[src/icc_consts.vh]
// Constants for the interrupt combine and status pin control block.
// Operation
// - Combine-select 1: combined interrupt only while all unmasked flags are active.
// - Combine-select 0 (reset): combined interrupt while any unmasked flag is active.
// - Interrupt circuit works only while control bit 0 is 1; resets to 0.
// - Enable 0: no interrupt on status pins, flag bits stay unchanged.
// - Live-state register always returns present level of every source except unlock, which reads 0 while input loss is active.
// - Slew status bits 7..4: sec rise, sec fall, pri rise, pri fall; 3..0 reserved.
// - Open-drain bit 1 for pin b, bit 0 for pin a: drive low only.
// - Transient-limit bit 5 pin b, bit 4 pin a selects reduced-transient driver.
// - Flag set on source edge: polarity 1 rising, polarity 0 falling.
// - A set flag stays set until software writes 0 to it.
// - Mask bit 1 removes that source from the combined interrupt.
// - Input loss that unlocks the PLL reports input loss only, not unlock.
`ifndef ICC_CONSTS_VH
`define ICC_CONSTS_VH

// ----------------------------------------------------------------------------
// Register indices; byte address is four times the index.
// ----------------------------------------------------------------------------
`define ICC_IDX_LIVE 8'h0d
`define ICC_IDX_MASK 8'h0e
`define ICC_IDX_POL 8'h0f
`define ICC_IDX_FLAG 8'h10
`define ICC_IDX_CTRL 8'h11
`define ICC_IDX_SLEW 8'h12
`define ICC_IDX_STATUS_PIN_DRIVER_CONTROL 8'h13
`define ICC_IDX_IRQ_STAT 8'h14
`define ICC_IDX_IRQ_MASK 8'h15
`define ICC_IDX_ROUTE 8'h16

// ----------------------------------------------------------------------------
// Field positions.
// ----------------------------------------------------------------------------
`define ICC_CTRL_EN 0
`define ICC_CTRL_AND 1
`define ICC_STAT_OD_A 0
`define ICC_STAT_OD_B 1
`define ICC_STAT_TL_A 4
`define ICC_STAT_TL_B 5
`define ICC_ROUTE_A 0
`define ICC_ROUTE_B 1

// ----------------------------------------------------------------------------
// Reset values and bus answers.
// ----------------------------------------------------------------------------
`define ICC_CTRL_RST 2'h0
`define ICC_SRC_RST 4'h0
`define ICC_STATUS_PIN_DRIVER_CONTROL_RST 6'h00
`define ICC_ROUTE_RST 2'h1
`define ICC_RESP_OKAY 2'h0
`define ICC_RESP_SLVERR 2'h2

`endif

[src/icc_edge_sync.v]
// Two-stage synchroniser with edge detection for the interrupt sources.
`timescale 1ns/100ps
module icc_edge_sync #(
  parameter W = 4
) (
  // Clock and reset.
  input wire clk_i,
  input wire rst_n_i,
  // Asynchronous levels in.
  input wire [W-1:0] async_i,
  // Synchronised level and one-cycle edge pulses.
  output wire [W-1:0] level_o,
  output wire [W-1:0] rise_o,
  output wire [W-1:0] fall_o
);

  reg [W-1:0] meta_r;
  reg [W-1:0] sync_r;
  reg [W-1:0] prev_r;

  always @(posedge clk_i or negedge rst_n_i) begin
    if (!rst_n_i) begin
      meta_r <= {W{1'b0}};
      sync_r <= {W{1'b0}};
      prev_r <= {W{1'b0}};
    end else begin
      meta_r <= async_i;
      sync_r <= meta_r;
      prev_r <= sync_r;
    end
  end

  assign level_o = sync_r;
  assign rise_o = sync_r & ~prev_r;
  assign fall_o = ~sync_r & prev_r;

endmodule // icc_edge_sync

[src/icc_top.v]
// Interrupt combining, status pin control and AXI4-Lite register slave.
//
// Added by the designer: register access over AXI4-Lite.
`timescale 1ns/100ps
`include "icc_consts.vh"
module icc_top (
  // Clock and reset.
  input wire clk_i,
  input wire rst_n_i,
  // AXI4-Lite write address channel.
  input wire [31:0] s_axi_awaddr_i,
  input wire s_axi_awvalid_i,
  output reg s_axi_awready_o,
  // AXI4-Lite write data channel.
  input wire [31:0] s_axi_wdata_i,
  input wire [3:0] s_axi_wstrb_i,
  input wire s_axi_wvalid_i,
  output reg s_axi_wready_o,
  // AXI4-Lite write response channel.
  output reg [1:0] s_axi_bresp_o,
  output reg s_axi_bvalid_o,
  input wire s_axi_bready_i,
  // AXI4-Lite read address channel.
  input wire [31:0] s_axi_araddr_i,
  input wire s_axi_arvalid_i,
  output reg s_axi_arready_o,
  // AXI4-Lite read data channel.
  output reg [31:0] s_axi_rdata_o,
  output reg [1:0] s_axi_rresp_o,
  output reg s_axi_rvalid_o,
  input wire s_axi_rready_i,
  // Internal interrupt sources.
  input wire pll_unlocked_i,
  input wire input_lost_i,
  input wire vco_cal_i,
  input wire reference_switch_back_i,
  // Slew-rate detector indicators.
  input wire secondary_rise_valid_i,
  input wire secondary_fall_valid_i,
  input wire primary_rise_valid_i,
  input wire primary_fall_valid_i,
  // Status pins; enables are active low.
  output reg indicator_pin_a_o,
  output reg indicator_pin_a_oe_n_o,
  output reg pin_a_transient_limit_o,
  output reg indicator_pin_b_o,
  output reg indicator_pin_b_oe_n_o,
  output reg pin_b_transient_limit_o,
  // System interrupt.
  output reg irq_o
);

  // --------------------------------------------------------------------------
  // Helper functions.
  // --------------------------------------------------------------------------
  // Source vectors are {unlock, input loss, calibration, switch back}.
  function [7:0] src_pack;
    input [3:0] v;
    begin
      src_pack = {v[3], v[2], v[1], 3'h0, v[0], 1'b0};
    end
  endfunction

  function [3:0] src_unpack;
    input [7:0] b;
    begin
      src_unpack = {b[7], b[6], b[5], b[1]};
    end
  endfunction

  function [7:0] reg_index;
    input [31:0] addr;
    begin
      reg_index = addr[9:2];
    end
  endfunction

  function addr_mapped;
    input [31:0] addr;
    reg [7:0] i;
    begin
      i = addr[9:2];
      addr_mapped = (addr[31:10] == 22'h0) && (i >= `ICC_IDX_LIVE) && (i <= `ICC_IDX_ROUTE);
    end
  endfunction

  // --------------------------------------------------------------------------
  // Source synchronisation.
  // --------------------------------------------------------------------------
  wire [3:0] src_level;
  wire [3:0] src_rise;
  wire [3:0] src_fall;
  wire [3:0] slew_level;
  wire [3:0] raw_src;

  assign raw_src = {pll_unlocked_i, input_lost_i, vco_cal_i, reference_switch_back_i};

  icc_edge_sync #(
    .W(4)
  ) u_src_sync (
    .clk_i(clk_i),
    .rst_n_i(rst_n_i),
    .async_i(raw_src),
    .level_o(src_level),
    .rise_o(src_rise),
    .fall_o(src_fall)
  );

  icc_edge_sync #(
    .W(4)
  ) u_slew_sync (
    .clk_i(clk_i),
    .rst_n_i(rst_n_i),
    .async_i({secondary_rise_valid_i, secondary_fall_valid_i, primary_rise_valid_i, primary_fall_valid_i}),
    .level_o(slew_level),
    .rise_o(),
    .fall_o()
  );

  // --------------------------------------------------------------------------
  // Registers.
  // --------------------------------------------------------------------------
  reg [1:0] ctrl_r;
  reg [3:0] mask_r;
  reg [3:0] pol_r;
  reg [3:0] flag_r;
  reg [3:0] flag_nxt;
  reg [5:0] status_pin_driver_control_r;
  reg [3:0] irq_stat_r;
  reg [3:0] irq_stat_nxt;
  reg [3:0] irq_mask_r;
  reg [1:0] route_r;
  reg unlock_prev_r;
  reg combined_r;
  reg combined_nxt;

  // Input loss takes precedence, so an unlock it causes is hidden.
  wire [3:0] live_src = {src_level[3] & ~src_level[2], src_level[2:0]};
  wire unlock_prev = unlock_prev_r;
  wire unlock_rise = live_src[3] & ~unlock_prev;
  wire unlock_fall = ~live_src[3] & unlock_prev;
  wire [3:0] rise_all = {unlock_rise, src_rise[2:0]};
  wire [3:0] fall_all = {unlock_fall, src_fall[2:0]};
  // Polarity 1 picks the rising edge, 0 the falling edge.
  wire [3:0] src_edge = (pol_r & rise_all) | (~pol_r & fall_all);
  wire irq_en = ctrl_r[`ICC_CTRL_EN];

  // --------------------------------------------------------------------------
  // AXI4-Lite write path.
  // --------------------------------------------------------------------------
  reg aw_have_r;
  reg w_have_r;
  reg [31:0] aw_addr_r;
  reg [31:0] w_data_r;
  reg w_lane0_r;

  wire aw_take = s_axi_awvalid_i & s_axi_awready_o;
  wire w_take = s_axi_wvalid_i & s_axi_wready_o;
  wire wr_do = aw_have_r & w_have_r & ~s_axi_bvalid_o;
  wire wr_ok = wr_do & addr_mapped(aw_addr_r) & w_lane0_r;
  wire [7:0] wr_idx = reg_index(aw_addr_r);
  wire [7:0] wr_byte = w_data_r[7:0];

  always @(posedge clk_i or negedge rst_n_i) begin
    if (!rst_n_i) begin
      aw_have_r <= 1'b0;
      w_have_r <= 1'b0;
      aw_addr_r <= 32'h0;
      w_data_r <= 32'h0;
      w_lane0_r <= 1'b0;
      s_axi_awready_o <= 1'b0;
      s_axi_wready_o <= 1'b0;
      s_axi_bvalid_o <= 1'b0;
      s_axi_bresp_o <= `ICC_RESP_OKAY;
    end else begin
      if (aw_take) begin
        aw_have_r <= 1'b1;
        aw_addr_r <= s_axi_awaddr_i;
      end else if (wr_do) begin
        aw_have_r <= 1'b0;
      end
      if (w_take) begin
        w_have_r <= 1'b1;
        w_data_r <= s_axi_wdata_i;
        w_lane0_r <= s_axi_wstrb_i[0];
      end else if (wr_do) begin
        w_have_r <= 1'b0;
      end
      // Ready only while the holding slot is empty and no answer is pending.
      s_axi_awready_o <= ~aw_have_r & ~aw_take & ~s_axi_bvalid_o & ~wr_do;
      s_axi_wready_o <= ~w_have_r & ~w_take & ~s_axi_bvalid_o & ~wr_do;
      if (wr_do) begin
        s_axi_bvalid_o <= 1'b1;
        s_axi_bresp_o <= addr_mapped(aw_addr_r) ? `ICC_RESP_OKAY : `ICC_RESP_SLVERR;
      end else if (s_axi_bready_i) begin
        s_axi_bvalid_o <= 1'b0;
      end
    end
  end

  // --------------------------------------------------------------------------
  // Flag and interrupt status next state.
  // --------------------------------------------------------------------------
  always @* begin
    flag_nxt = flag_r;
    if (irq_en) begin
      // Writing 0 clears, writing 1 keeps; a new edge wins over the clear.
      if (wr_ok && wr_idx == `ICC_IDX_FLAG) begin
        flag_nxt = flag_r & src_unpack(wr_byte);
      end
      flag_nxt = flag_nxt | src_edge;
    end
    // Disabled circuit holds every flag bit.
  end

  always @* begin
    irq_stat_nxt = irq_stat_r;
    if (wr_ok && wr_idx == `ICC_IDX_IRQ_STAT) begin
      irq_stat_nxt = irq_stat_r & ~src_unpack(wr_byte);
    end
    irq_stat_nxt = irq_stat_nxt | (flag_nxt & ~flag_r);
  end

  // --------------------------------------------------------------------------
  // Combining logic.
  // --------------------------------------------------------------------------
  always @* begin
    combined_nxt = 1'b0;
    if (!irq_en) begin
      combined_nxt = 1'b0;
    end else if (ctrl_r[`ICC_CTRL_AND]) begin
      // Every unmasked flag must be set; nothing unmasked means no interrupt.
      combined_nxt = (&(flag_r | mask_r)) & (|(~mask_r));
    end else begin
      combined_nxt = |(flag_r & ~mask_r);
    end
  end

  // --------------------------------------------------------------------------
  // Register storage.
  // --------------------------------------------------------------------------
  always @(posedge clk_i or negedge rst_n_i) begin
    if (!rst_n_i) begin
      ctrl_r <= `ICC_CTRL_RST;
      mask_r <= `ICC_SRC_RST;
      pol_r <= `ICC_SRC_RST;
      flag_r <= `ICC_SRC_RST;
      status_pin_driver_control_r <= `ICC_STATUS_PIN_DRIVER_CONTROL_RST;
      irq_stat_r <= `ICC_SRC_RST;
      irq_mask_r <= `ICC_SRC_RST;
      route_r <= `ICC_ROUTE_RST;
      unlock_prev_r <= 1'b0;
      combined_r <= 1'b0;
    end else begin
      flag_r <= flag_nxt;
      irq_stat_r <= irq_stat_nxt;
      unlock_prev_r <= live_src[3];
      combined_r <= combined_nxt;
      if (wr_ok) begin
        if (wr_idx == `ICC_IDX_MASK) begin
          mask_r <= src_unpack(wr_byte);
        end else if (wr_idx == `ICC_IDX_POL) begin
          pol_r <= src_unpack(wr_byte);
        end else if (wr_idx == `ICC_IDX_CTRL) begin
          ctrl_r <= wr_byte[1:0];
        end else if (wr_idx == `ICC_IDX_STATUS_PIN_DRIVER_CONTROL) begin
          status_pin_driver_control_r <= wr_byte[5:0];
        end else if (wr_idx == `ICC_IDX_IRQ_MASK) begin
          irq_mask_r <= src_unpack(wr_byte);
        end else if (wr_idx == `ICC_IDX_ROUTE) begin
          route_r <= wr_byte[1:0];
        end
      end
    end
  end

  // --------------------------------------------------------------------------
  // AXI4-Lite read path.
  // --------------------------------------------------------------------------
  reg [7:0] rd_byte;
  wire [7:0] rd_idx = reg_index(s_axi_araddr_i);

  always @* begin
    rd_byte = 8'h00;
    if (rd_idx == `ICC_IDX_LIVE) begin
      rd_byte = src_pack(live_src);
    end else if (rd_idx == `ICC_IDX_MASK) begin
      rd_byte = src_pack(mask_r);
    end else if (rd_idx == `ICC_IDX_POL) begin
      rd_byte = src_pack(pol_r);
    end else if (rd_idx == `ICC_IDX_FLAG) begin
      rd_byte = src_pack(flag_r);
    end else if (rd_idx == `ICC_IDX_CTRL) begin
      rd_byte = {6'h00, ctrl_r};
    end else if (rd_idx == `ICC_IDX_SLEW) begin
      rd_byte = {slew_level, 4'h0};
    end else if (rd_idx == `ICC_IDX_STATUS_PIN_DRIVER_CONTROL) begin
      rd_byte = {2'h0, status_pin_driver_control_r};
    end else if (rd_idx == `ICC_IDX_IRQ_STAT) begin
      rd_byte = src_pack(irq_stat_r);
    end else if (rd_idx == `ICC_IDX_IRQ_MASK) begin
      rd_byte = src_pack(irq_mask_r);
    end else if (rd_idx == `ICC_IDX_ROUTE) begin
      rd_byte = {6'h00, route_r};
    end
  end

  always @(posedge clk_i or negedge rst_n_i) begin
    if (!rst_n_i) begin
      s_axi_arready_o <= 1'b0;
      s_axi_rvalid_o <= 1'b0;
      s_axi_rdata_o <= 32'h0;
      s_axi_rresp_o <= `ICC_RESP_OKAY;
    end else begin
      s_axi_arready_o <= ~s_axi_rvalid_o & ~(s_axi_arvalid_i & s_axi_arready_o);
      if (s_axi_arvalid_i && s_axi_arready_o) begin
        s_axi_rvalid_o <= 1'b1;
        if (addr_mapped(s_axi_araddr_i)) begin
          s_axi_rdata_o <= {24'h0, rd_byte};
          s_axi_rresp_o <= `ICC_RESP_OKAY;
        end else begin
          s_axi_rdata_o <= 32'h0;
          s_axi_rresp_o <= `ICC_RESP_SLVERR;
        end
      end else if (s_axi_rready_i) begin
        s_axi_rvalid_o <= 1'b0;
      end
    end
  end

  // --------------------------------------------------------------------------
  // Status pins and system interrupt.
  // --------------------------------------------------------------------------
  // The combined level is registered, so pins lag it by one more clock.
  wire lvl_a = combined_r & route_r[`ICC_ROUTE_A];
  wire lvl_b = combined_r & route_r[`ICC_ROUTE_B];

  always @(posedge clk_i or negedge rst_n_i) begin
    if (!rst_n_i) begin
      indicator_pin_a_o <= 1'b0;
      indicator_pin_a_oe_n_o <= 1'b0;
      pin_a_transient_limit_o <= 1'b0;
      indicator_pin_b_o <= 1'b0;
      indicator_pin_b_oe_n_o <= 1'b0;
      pin_b_transient_limit_o <= 1'b0;
      irq_o <= 1'b0;
    end else begin
      // Open drain drives low and floats for a high level.
      if (status_pin_driver_control_r[`ICC_STAT_OD_A]) begin
        indicator_pin_a_o <= 1'b0;
        indicator_pin_a_oe_n_o <= lvl_a;
      end else begin
        indicator_pin_a_o <= lvl_a;
        indicator_pin_a_oe_n_o <= 1'b0;
      end
      if (status_pin_driver_control_r[`ICC_STAT_OD_B]) begin
        indicator_pin_b_o <= 1'b0;
        indicator_pin_b_oe_n_o <= lvl_b;
      end else begin
        indicator_pin_b_o <= lvl_b;
        indicator_pin_b_oe_n_o <= 1'b0;
      end
      pin_a_transient_limit_o <= status_pin_driver_control_r[`ICC_STAT_TL_A];
      pin_b_transient_limit_o <= status_pin_driver_control_r[`ICC_STAT_TL_B];
      irq_o <= |(irq_stat_nxt & irq_mask_r);
    end
  end

endmodule // icc_top

[config.mk]
export PLATFORM = sky130hd
export DESIGN_NAME = icc_top
export DESIGN_NICKNAME = d
export VERILOG_FILES = /design/src/icc_edge_sync.v /design/src/icc_top.v
export VERILOG_INCLUDE_DIRS = /design/src /design/src/src
export SDC_FILE = /design/constraint.sdc
export NUM_CORES = 1
export LEC_CHECK = 0
export ABC_AREA = 0
export CAP_MARGIN = 20
export CORE_ASPECT_RATIO = 1.75
export CORE_UTILIZATION = 40
export DETAILED_ROUTE_END_ITERATION = 8
export DONT_BUFFER_PORTS = 1
export PLACE_DENSITY = 0.65
export SYNTH_ARGS = -nofsm -noshare
export SYNTH_HDL_FRONTEND = slang
export SYNTH_SLANG_ARGS = --single-unit
[constraint.sdc]
create_clock -name clk_i -period 2.51 [get_ports clk_i]
set_input_delay 0.6275 -clock clk_i [delete_from_list [all_inputs] [get_ports clk_i]]
set_output_delay 0.6275 -clock clk_i [all_outputs]
set_load 0.05 [all_outputs]
==> summary.md, run 1 <==
| Metric | Value |
|---|---|
| Status | finished with violations |
| Failing checks | hold timing, setup timing |
| Dpl ws | -0.0721 ns |
| First-pass GRT wire length | about 16000 um |
| Synth top area cells | dfrtp_1, mux2_2, buf_4, o21ai_0, nand2_1 |
| Max-slew violations | 0 |
| Yosys top cell area share | 0.558 |
| Clk_skew | around 0.012 ns |
| Initial Utilization | 0.408 |
| Worst-Margin Slew | around 0.6 ns |
| Reg-to-Reg End | status_pin_driver_control_r[2] |
| Worst Setup Path Type | reg2reg |
| Placed instance area | 5140 um2 |
| Netlist cell types | 58 |
| Routed Antenna Nets | 0 |
| Final core occ | 0.464 |
| R2r worst-path depth | 6 |
| Worst IR Drop VDD | 0.614 mV |
| R2R Setup Slk | -0.02 ns |
| Startpoint Class | flip-flop |
| Hold Fails Final Rpt | around 110 |
| Synthesized instance count | around 420 |
| I/O pin count | 163 |
| Worst setup margin | -0.0172 ns |
| Period utilization | 1.01 |
| Worst Setup End Kind | flip-flop |
| Unrepaired setup endpoints after global routing | yes |
| Placeable core area | about 12000 um2 |
| Worst Hold Slack | -0.0787 ns |
| Area leader, netlist | dfrtp_1 |
| CTS tree | yes |
| P_leak | 2.67 nW |
| CTS clock-pin slew for the worst setup and hold paths | roughly 0.05 ns |
| Post-DP HPWL | 7340 um |
| Largest net degree at the start of global routing | roughly 120 |
| Worst endpoint required time | around 2.8 ns |
| Top delay family on crit path | simple AND/OR/NAND/NOR gates |
| Slowest library cell on the worst path | or4_4 |
| Tot GR Track Use | 0.167 |
| CTS root buf | clkbuf_16 |
| Die Wd | a little under 90 um |
| Final critical-path required period | 2.53 ns |
| Vias | roughly 3200 |
| Max FO, Critical Path | 6 |
| Htree depth | 4 |
| Die Ht | around 150 um |
| Post-synthesis sequential area ratio | 0.563 |
| Bufs on Longest Clock Path | 2 |
| Total Routed Length | 10100 um |
| Post-synth EDFFs | 0 |
| Area Growth Syn to Fin | 13.7% |
| # diodes | 0 |
| Synth warn | 0 |
| Post-synthesis cell area | 5070 um2 |
| Total power | around 5.7 mW |
| Drt pass-1 iters | 6 |
| Finished Layout Cells | 613 |
| RR Startpoint | aw_addr_r[29] |
| Count leader, synth | dfrtp_1 |
| Initial DRC count | ~160 |
| GRT overflow | 0 |
| Share of layout cells above drive strength 1 | 0.272 |
| Remaining DRCs | 0 |
| DP Cell Count | 576 |
| Vias per Instance | about 5.2 |
| Clk_lat worst skew | ~0.4 ns |
| Nets | ~550 |
| DIE AREA | 13100 um2 |
| Setup_tns | -0.0785 ns |
| Vias in the first global route | between 3000 and 4000 |
| Post-Syn Area per Cell | about 12 um2 |
| Crit-path cells | or4_4, nor4_4, and4b_2, nand3_2, or4_4, mux2_4 |
| Clock sinks | roughly 110 |
| Num rows | 54 |
| PD cells | between 900 and 1000 nW/um2 |
| Peak Freq | ~400 MHz |
| Routability Congestion | around 0.81 |
| CP most frequent cell | or4_4 |
| Post-route cell area | 5760 um2 |
| Antenna violations before repair | 1 |
| WP buf/inv | 0 |
| Endpoints failing setup | 6 |
| WL/cell | roughly 16 um |
| Synthesized flop and latch total | ~110 |
| Post-synth top cells | dfrtp_1, mux2_2, nand2_1, buf_4, o21ai_0 |
| Worst Path Arrival | approximately 2.8 ns |
| Port bufs | 0 |
| Min-Delay Path Class | in2async |
| CP max stage delay | roughly 0.54 ns |
| Ys flop type | dfrtp_1 |
| CTS Buf Count | 17 |
| Post-synth ARST share | 1.00 |
| Max_cap viols | 0 |
| Slew HR | 0.598 |
==> worst register-to-register path, cell delays in order (launching register included) <==
cell     delay (ns)
dfrtp_1        0.37
or4_4          0.54
nor4_4         0.28
and4b_2        0.30
nand3_2        0.07
or4_4          0.51
mux2_4         0.33
==> flip-flops by register name, summed over array words and instances (netlist names), 2 cells and up <==
name                         flops
ctrl_r                           2
pol_r                            4
w_data_r                         8
u_slew_sync.meta_r               4
irq_mask_r                       4
aw_addr_r                       30
route_r                          2
irq_stat_r                       4
u_slew_sync.level_o              4
status_pin_driver_control_r      6
u_src_sync.meta_r                4
u_src_sync.level_o               4
flag_r                           4
s_axi_rdata_o                    8
u_src_sync.prev_r                3
mask_r                           4
==> final cells by class <==
cell class,count,area (um2)
Clock buffer,23,458
Clock inverter,9,108
Fill cell,1174,6670
Inverter,13,48.8
Multi-Input combinational cell,273,1990
Sequential cell,114,2850
Tap cell,168,210
Timing Repair Buffer,13,97.6
==> cells by family (layout without fill, tap and decap cells) <==
kind of cell           count (synthesis)  in the layout  synth area share
other                                  1             26          0.000740
and+or+nand+nor                      109            109             0.122
AOI/OAI and AO/OA                     67             67            0.0874
buffers and inverters                 55             58            0.0662
DFF                                  114            114             0.563
muxes                                 71             71             0.161
==> layer usage <==
layer | up-vias | GRT usage | part of all wire
met5 | - | 0 | 0
met1 | 1570 | 0.172 | 0.36
li1 | 1478 | - | -
met3 | 15 | 0.0616 | 0.068
met4 | 0 | 0.0800 | 0.023
met2 | 141 | 0.293 | 0.55
==> placed cells by master (no fill, tap or decap), types with 6 or more instances in the layout <==
cell / Yosys / layout
nor3_1: 6 / 6
o21ai_0: 24 / 24
mux2_2: 59 / 59
inv_1: 13 / 13
nand2_1: 31 / 31
nor4_1: 11 / 11
a21oi_1: 8 / 8
clkbuf_16: 0 / 17
mux2i_1: 6 / 6
buf_4: 26 / 13
nor2_1: 16 / 16
dfrtp_1: 113 / 113
mux2_4: 6 / 6
nand4_1: 6 / 6
conb_1: 1 / 26
==> worst max path at each step <==
stage | startpoint | to | cells past startpoint
after CTS | aw_addr_r[24] | status_pin_driver_control_r[2] | 6
after global placement | aw_addr_r[11] | status_pin_driver_control_r[3] | 6
after detailed placement | aw_addr_r[11] | status_pin_driver_control_r[2] | 6
final | aw_addr_r[29] | status_pin_driver_control_r[2] | 6
after floorplan | aw_addr_r[24] | status_pin_driver_control_r[0] | 8
after global routing | aw_addr_r[29] | status_pin_driver_control_r[1] | 6
==> where the power goes <==
group / internal [mW] / leakage (nW) / switching [mW]
clock: 1.48 / 0.271 / 0.779
combinational: 0.436 / 0.964 / 0.388
sequential: 2.23 / 1.44 / 0.396
==> what timing repair did <==
| action | in CTS | in global routing |
|---|---|---|
| endpoints found under the hold margin | 113 | 113 |
| setup buffers | 2 | 3 |
| resized for setup | 3 | 1 |
| pin swaps | 1 | 2 |
| setup endpoints to repair | 12 | 10 |
Note: power is estimated with default switching activity, not from simulation.
==> run 2: changes to the inputs <==
--- a/config.mk
+++ b/config.mk
@@ -12,7 +12,9 @@
 export CORE_UTILIZATION = 40
 export DETAILED_ROUTE_END_ITERATION = 8
 export DONT_BUFFER_PORTS = 1
-export PLACE_DENSITY = 0.65
+export HOLD_SLACK_MARGIN = 0.06
+export PLACE_DENSITY = 0.63
+export SLEW_MARGIN = 20
 export SYNTH_ARGS = -nofsm -noshare
 export SYNTH_HDL_FRONTEND = slang
 export SYNTH_SLANG_ARGS = --single-unit
==> constraint.sdc (replaced) <==
create_clock -name clk_i -period 3.1 [get_ports clk_i]
set_input_delay 0.775 -clock clk_i [delete_from_list [all_inputs] [get_ports clk_i]]
set_output_delay 0.775 -clock clk_i [all_outputs]
set_load 0.05 [all_outputs]
==> summary.md, run 2 (synthesis results as in run 1) <==
| Metric | Value |
|---|---|
| Status | finished clean |
| Min-Delay Path Class | in2async |
| CTS tree | yes |
| Int Pwr | 3.46 mW (-17%) |
| Max-slew violations | 0 (unchanged) |
| WP buf/inv | 0 (unchanged) |
| Bufs on Longest Clock Path | 2 (unchanged) |
| I/O pin count | 163 (unchanged) |
| Post-CTS resize count | 0 (-3) |
| First-pass GRT wire length | 15700 um (-3.4%) |
| Period utilization | 0.818 (-0.189) |
| Port bufs | 0 (unchanged) |
| Clk_skew | 0.0121 ns (-0.000321 ns) |
| Commonest non-fill, non-tap cell in the layout | dfrtp_1 |
| Die Ht | 151 um (unchanged) |
| # fillers | 1150 (-2.0%) |
| Footprint of the multi-input gates | 1970 um2 (-0.76%) |
| Storage cell area | 2850 um2 (unchanged) |
| Unrepaired setup endpoints after global routing | no |
| Max_cap viols | 0 (unchanged) |
| Worst Setup End Kind | flip-flop |
| RR Startpoint | aw_addr_r[11] |
| WL/cell | 16.7 um (+1.3%) |
| Peak Freq | 395 MHz (-0.30%) |
| Total Routed Length | 10100 um (-0.49%) |
| Initial Utilization | 0.408 (unchanged) |
| Worst endpoint required time | 3.39 ns (+0.60 ns) |
| Clock share of power | 0.415 (+0.019) |
| Top reg by flops | aw_addr_r |
| Num rows | 54 (unchanged) |
| Remaining DRCs | 0 (unchanged) |
| Startpoint Class | flip-flop |
| Post-DP HPWL | 7220 um (-1.6%) |
| Endpoints failing setup | 0 (-6) |
| Commonest non-fill, non-tap cells in the layout | dfrtp_1, mux2_2, nand2_1, conb_1, o21ai_0 |
| Nets | 537 (-1.8%) |
| Worst setup margin | 0.565 ns (+0.582 ns) |
| Tot GR Track Use | 0.163 (-0.00388) |
| CTS clock-pin slew for the worst setup and hold paths | 0.05 ns (about the same) |
| Sw Share | 0.269 (-0.00469) |
| # diodes | 0 (unchanged) |
| Routed Antenna Nets | 0 (unchanged) |
| Routability Congestion | 0.814 (+0.89%) |
| Total setup buffers inserted after CTS | 0 (-2) |
| CTS Buf Count | 17 (unchanged) |
| GRT overflow | 0 (unchanged) |
| Vias per Instance | 5.27 (+0.87%) |
| Area Growth Syn to Fin | 12.7% |
| P_sw | 1.27 mW (-19%) |
| Critical Path Source | aw_addr_r[11] |
| Initial DRC count | 132 (-16%) |
| Top delay family on crit path | simple AND/OR/NAND/NOR gates |
| Final critical-path required period | 2.53 ns (+0.00759 ns) |
| Flop pwr share | 0.452 (-0.008) |
| Worst Setup Path Type | reg2reg |
| Clock sinks | 114 (unchanged) |
| P_leak | 2.64 nW (-1.2%) |
| Antenna violations before repair | 0 (-1) |
| Largest register FFs | 30 (unchanged) |
| Biggest regs | aw_addr_r x30, s_axi_rdata_o x8, w_data_r x8 |
| Share of layout cells above drive strength 1 | 0.251 (-0.0208) |
| Slew HR | 0.654 (+0.0559) |
| Max FO, Critical Path | 6 (unchanged) |
| CTS root buf | clkbuf_16 |
| Vias | 3174 (-0.94%) |
| DIE AREA | 13100 um2 (unchanged) |
| PD cells | 828 nW/um2 (-16%) |
| Die Wd | 87.1 um (unchanged) |
| Dpl ws | 0.460 ns (+0.532 ns) |
| Worst Path Arrival | 2.83 ns (+0.02 ns) |
| Placeable core area | 12400 um2 (unchanged) |
| Clk_lat worst skew | 0.41 ns (about the same) |
| Comb power frac | 0.133 (-0.011) |
| CP max stage delay | 0.58 ns (+0.04 ns) |
| Crit-path cells | or4_1, nor4_4, and4b_1, nand3_2, or4_4, mux2_4 |
| Setup_tns | 0 ns (+0.0785 ns) |
| Hold Fails Final Rpt | 0 (-100%) |
| Vias in the first global route | 3236 (-2.2%) |
| Htree depth | 4 (unchanged) |
| Largest net degree at the start of global routing | 115 (unchanged) |
| Slowest library cell on the worst path | or4_1 |
| Worst-Margin Slew | 0.518 ns (-0.0797 ns) |
| Drt pass-1 iters | 4 (-2) |
| Worst IR Drop VDD | 0.420 mV (-32%) |
==> run 2: stage by stage <==
step           total power, mW  cells  utilization  hold slack, ns  instance area (um2)
2_1_floorplan             2.69    442            -           0.331                 5160
3_3_place_gp              2.76    571        0.411           0.337                 5110
3_5_place_dp              2.81    571        0.411           0.336                 5110
4_1_cts                   4.80    602        0.459          0.0375                 5710
5_1_grt                   4.95    602        0.459          0.0386                 5710
6_report                  4.73    602        0.459          0.0593                 5710
==> run 2: power by group through the flow <==
stage / sequential, mW / clock, mW / combinational, mW
floorplan: 2.08 / 0 / 0.613
global placement: 2.15 / 0 / 0.614
detailed placement: 2.17 / 0 / 0.638
CTS: 2.14 / 2.02 / 0.640
global route: 2.19 / 2.08 / 0.688
finish: 2.14 / 1.96 / 0.630
==> run 2: worst paths after layout <==
kind	endpoint	slack, ns	cells after the start
worst min-delay path	aw_addr_r[26]	0.06	0
worst max register to register	status_pin_driver_control_r[5]	0.57	6
max in group asynchronous	route_r[0]	2.79	0
worst min register to register	u_slew_sync.level_o[1]	0.35	0
min in group clk_i	u_slew_sync.level_o[1]	0.35	0
worst max-delay path	status_pin_driver_control_r[5]	0.57	6
==> run 2: worst reg2reg max path, stage by stage, from the launching register on <==
cell and delay [ns]:
dfrtp_1 0.37, or4_1 0.58, nor4_4 0.28, and4b_1 0.28, nand3_2 0.08, or4_4 0.51, mux2_4 0.33
==> run 2: area by class of cell <==
class	count	share of cell area
timing repair buffer	3	0.00394
clock inverter	9	0.0228
sequential	114	0.500
tap	168	0.0368
inverter	13	0.00854
clock buffer	22	0.0830
multi-input combinational	273	0.345
==> run 2: metal layers <==
metal  track usage  part of all wire
met5             0                 0
met4        0.0883             0.024
met3        0.0529             0.062
met2         0.294              0.54
met1         0.162              0.37
==> run 3: changes to the inputs <==
--- a/config.mk
+++ b/config.mk
@@ -13,7 +13,7 @@
 export DETAILED_ROUTE_END_ITERATION = 8
 export DONT_BUFFER_PORTS = 1
 export HOLD_SLACK_MARGIN = 0.06
-export PLACE_DENSITY = 0.63
+export PLACE_DENSITY = 0.65
 export SLEW_MARGIN = 20
 export SYNTH_ARGS = -nofsm -noshare
 export SYNTH_HDL_FRONTEND = slang
==> constraint.sdc (replaced) <==
create_clock -name clk_i -period 2.1 [get_ports clk_i]
set_input_delay 0.525 -clock clk_i [delete_from_list [all_inputs] [get_ports clk_i]]
set_output_delay 0.525 -clock clk_i [all_outputs]
set_load 0.05 [all_outputs]
==> summary.md, run 3 (synthesis results as in run 1) <==
| Metric | Value |
|---|---|
| Routed Antenna Nets | 0 (unchanged) |
| Unrepaired setup endpoints after global routing | yes |
| Clk_lat worst skew | 0.40 ns (about the same) |
| CTS root buf | clkbuf_16 |
| Slew HR | 0.649 (-0.00523) |
| R2R Setup Slk | -0.39 ns (-0.96 ns) |
| Final core occ | 0.472 (+0.0130) |
| Worst Hold Slack | -0.187 ns (-0.246 ns) |
| DIE AREA | 13100 um2 (unchanged) |
| Critical Path Source | aw_addr_r[24] |
| Initial DRC count | 112 (-15%) |
| Max FO, Critical Path | 6 (unchanged) |
| Storage cell area | 2850 um2 (unchanged) |
| Vias | 3285 (+3.5%) |
| P_leak | 2.73 nW (+3.3%) |
| Worst Setup End Kind | flip-flop |
| CTS clock-pin slew for the worst setup and hold paths | 0.05 ns (about the same) |
| Commonest non-fill, non-tap cells in the layout | dfrtp_1, mux2_2, nand2_1, conb_1, buf_4 |
| Port bufs | 0 (unchanged) |
| Hold Fails Final Rpt | 113 (+113) |
| Vias per Instance | 5.26 (-0.15%) |
| Commonest non-fill, non-tap cell in the layout | dfrtp_1 |
| Antenna violations before repair | 0 (unchanged) |
| CTS Buf Count | 17 (unchanged) |
| Largest net degree at the start of global routing | 115 (unchanged) |
| R2r worst-path depth | 6 (unchanged) |
| Htree depth | 4 (unchanged) |
| Startpoint Class | flip-flop |
| # fillers | 1155 (+0.43%) |
| Period utilization | 1.19 (+0.370) |
| RR Startpoint | aw_addr_r[24] |
| Total Routed Length | 10400 um (+3.1%) |
| Worst Path Arrival | 2.78 ns (-0.05 ns) |
| Worst setup margin | -0.395 ns (-0.960 ns) |
| Endpoints failing setup | 31 (+31) |
| CTS tree | yes |
| Share of layout cells above drive strength 1 | 0.296 (+0.0449) |
| Die Wd | 87.1 um (unchanged) |
| Total power | 6.96 mW (+47%) |
| Footprint of the multi-input gates | 2010 um2 (+1.7%) |
| Clock sinks | 114 (unchanged) |
| GRT overflow | 0 (unchanged) |
| Worst endpoint required time | 2.39 ns (-1.00 ns) |
| Worst Setup EP | status_pin_driver_control_r[3] |
| First-pass GRT wire length | 16500 um (+5.5%) |
| Bufs on Longest Clock Path | 2 (unchanged) |
| Finished Layout Cells | 624 (+3.7%) |
| Initial Utilization | 0.408 (unchanged) |
| Tot GR Track Use | 0.171 (+0.00773) |
| Reg-to-Reg End | status_pin_driver_control_r[3] |
| PD cells | 1190 nW/um2 (+43%) |
| Min-Delay Path Class | in2async |
| Final critical-path required period | 2.49 ns (-0.0399 ns) |
| Post-route cell area | 5870 um2 (+2.8%) |
| DP Cell Count | 590 (+3.3%) |
| Vias in the first global route | 3433 (+6.1%) |
| Max_cap viols | 0 (unchanged) |
| Peak Freq | 401 MHz (+1.6%) |
| Worst Setup Path Type | reg2reg |
| Largest register FFs | 30 (unchanged) |
| Post-DP HPWL | 7610 um (+5.4%) |
| Failing checks | hold timing, setup timing |
| Drt pass-1 iters | 4 (unchanged) |
| # diodes | 0 (unchanged) |
| Worst IR Drop VDD | 0.709 mV (+69%) |
| Die Ht | 151 um (unchanged) |
| Biggest regs | aw_addr_r x30, s_axi_rdata_o x8, w_data_r x8 |
| Worst-Margin Slew | 0.526 ns (+0.00782 ns) |
| Nets | 558 (+3.9%) |
| Setup_tns | -6.85 ns (-6.85 ns) |
| Dpl ws | -0.410 ns (-0.870 ns) |
| Placed instance area | 5260 um2 (+2.9%) |
| I/O pin count | 163 (unchanged) |
| Area Growth Syn to Fin | 15.9% |
| Remaining DRCs | 0 (unchanged) |
| WL/cell | 16.6 um (-0.50%) |
| Routability Congestion | 0.820 (+0.85%) |
| Num rows | 54 (unchanged) |
| Max-slew violations | 0 (unchanged) |
| Top reg by flops | aw_addr_r |
| Clk_skew | 0.00969 ns (-0.00246 ns) |
| Status | finished with violations |
| Placeable core area | 12400 um2 (unchanged) |
-- run 3: cell count changes in the layout (fill, tap and decap cells not counted), sizes merged --
cell	delta
bufinv	-1
clkinv	-1
clkinvlp	+2
clkbuf	+1
buf	+21
-- run 3: routing by layer --
layer / wire [um] / global-route usage / vias to the layer above / part of all wire
met4: 277 / 0.0867 / 0 / 0.027
met5: 0 / 0 / - / 0
met2: 5760 / 0.312 / 147 / 0.56
met3: 642 / 0.0561 / 19 / 0.062
li1: - / - / 1499 / -
met1: 3680 / 0.168 / 1620 / 0.36
-- run 3: cell type report --
type | instances | area share
flip-flops and latches | 114 | 0.486
well taps | 168 | 0.0358
inverters | 13 | 0.00831
multi-input cells | 273 | 0.341
clock inverters | 9 | 0.0181
clock buffers | 23 | 0.0797
repair buffers | 24 | 0.0307
-- run 3: worst min path at each step --
stage                     startpoint              end  slack [ns]  depth (start not counted)
after global placement       rst_n_i    aw_addr_r[11]        0.23                          0
after floorplan              rst_n_i    aw_addr_r[10]        0.23                          0
final                        rst_n_i  s_axi_awready_o       -0.19                          0
after detailed placement     rst_n_i    aw_addr_r[11]        0.23                          0
after CTS                    rst_n_i  s_axi_awready_o       -0.20                          0
after global routing         rst_n_i  s_axi_awready_o       -0.21                          0
-- run 3: critical path, cell delays in order (launching register included) --
cell	delay (ns)
dfrtp_1	0.37
or4_4	0.54
nor4_4	0.28
and4b_1	0.27
nand3_2	0.08
or4_4	0.50
mux2_4	0.32
-- run 3: report_power, final --
part	switching, mW	internal (mW)	total (mW)
sequential	0.417	2.66	3.08
combinational	0.551	0.595	1.15
clock	0.937	1.80	2.74
-- run 3: timing repair --
item / CTS / global route
endpoints found under the hold margin: 114 / 114
setup endpoints to repair: 31 / 31
cloned: 0 / 0
pin swaps: 1 / 6
setup buffers: 1 / 1
gates resized for setup: 5 / 4
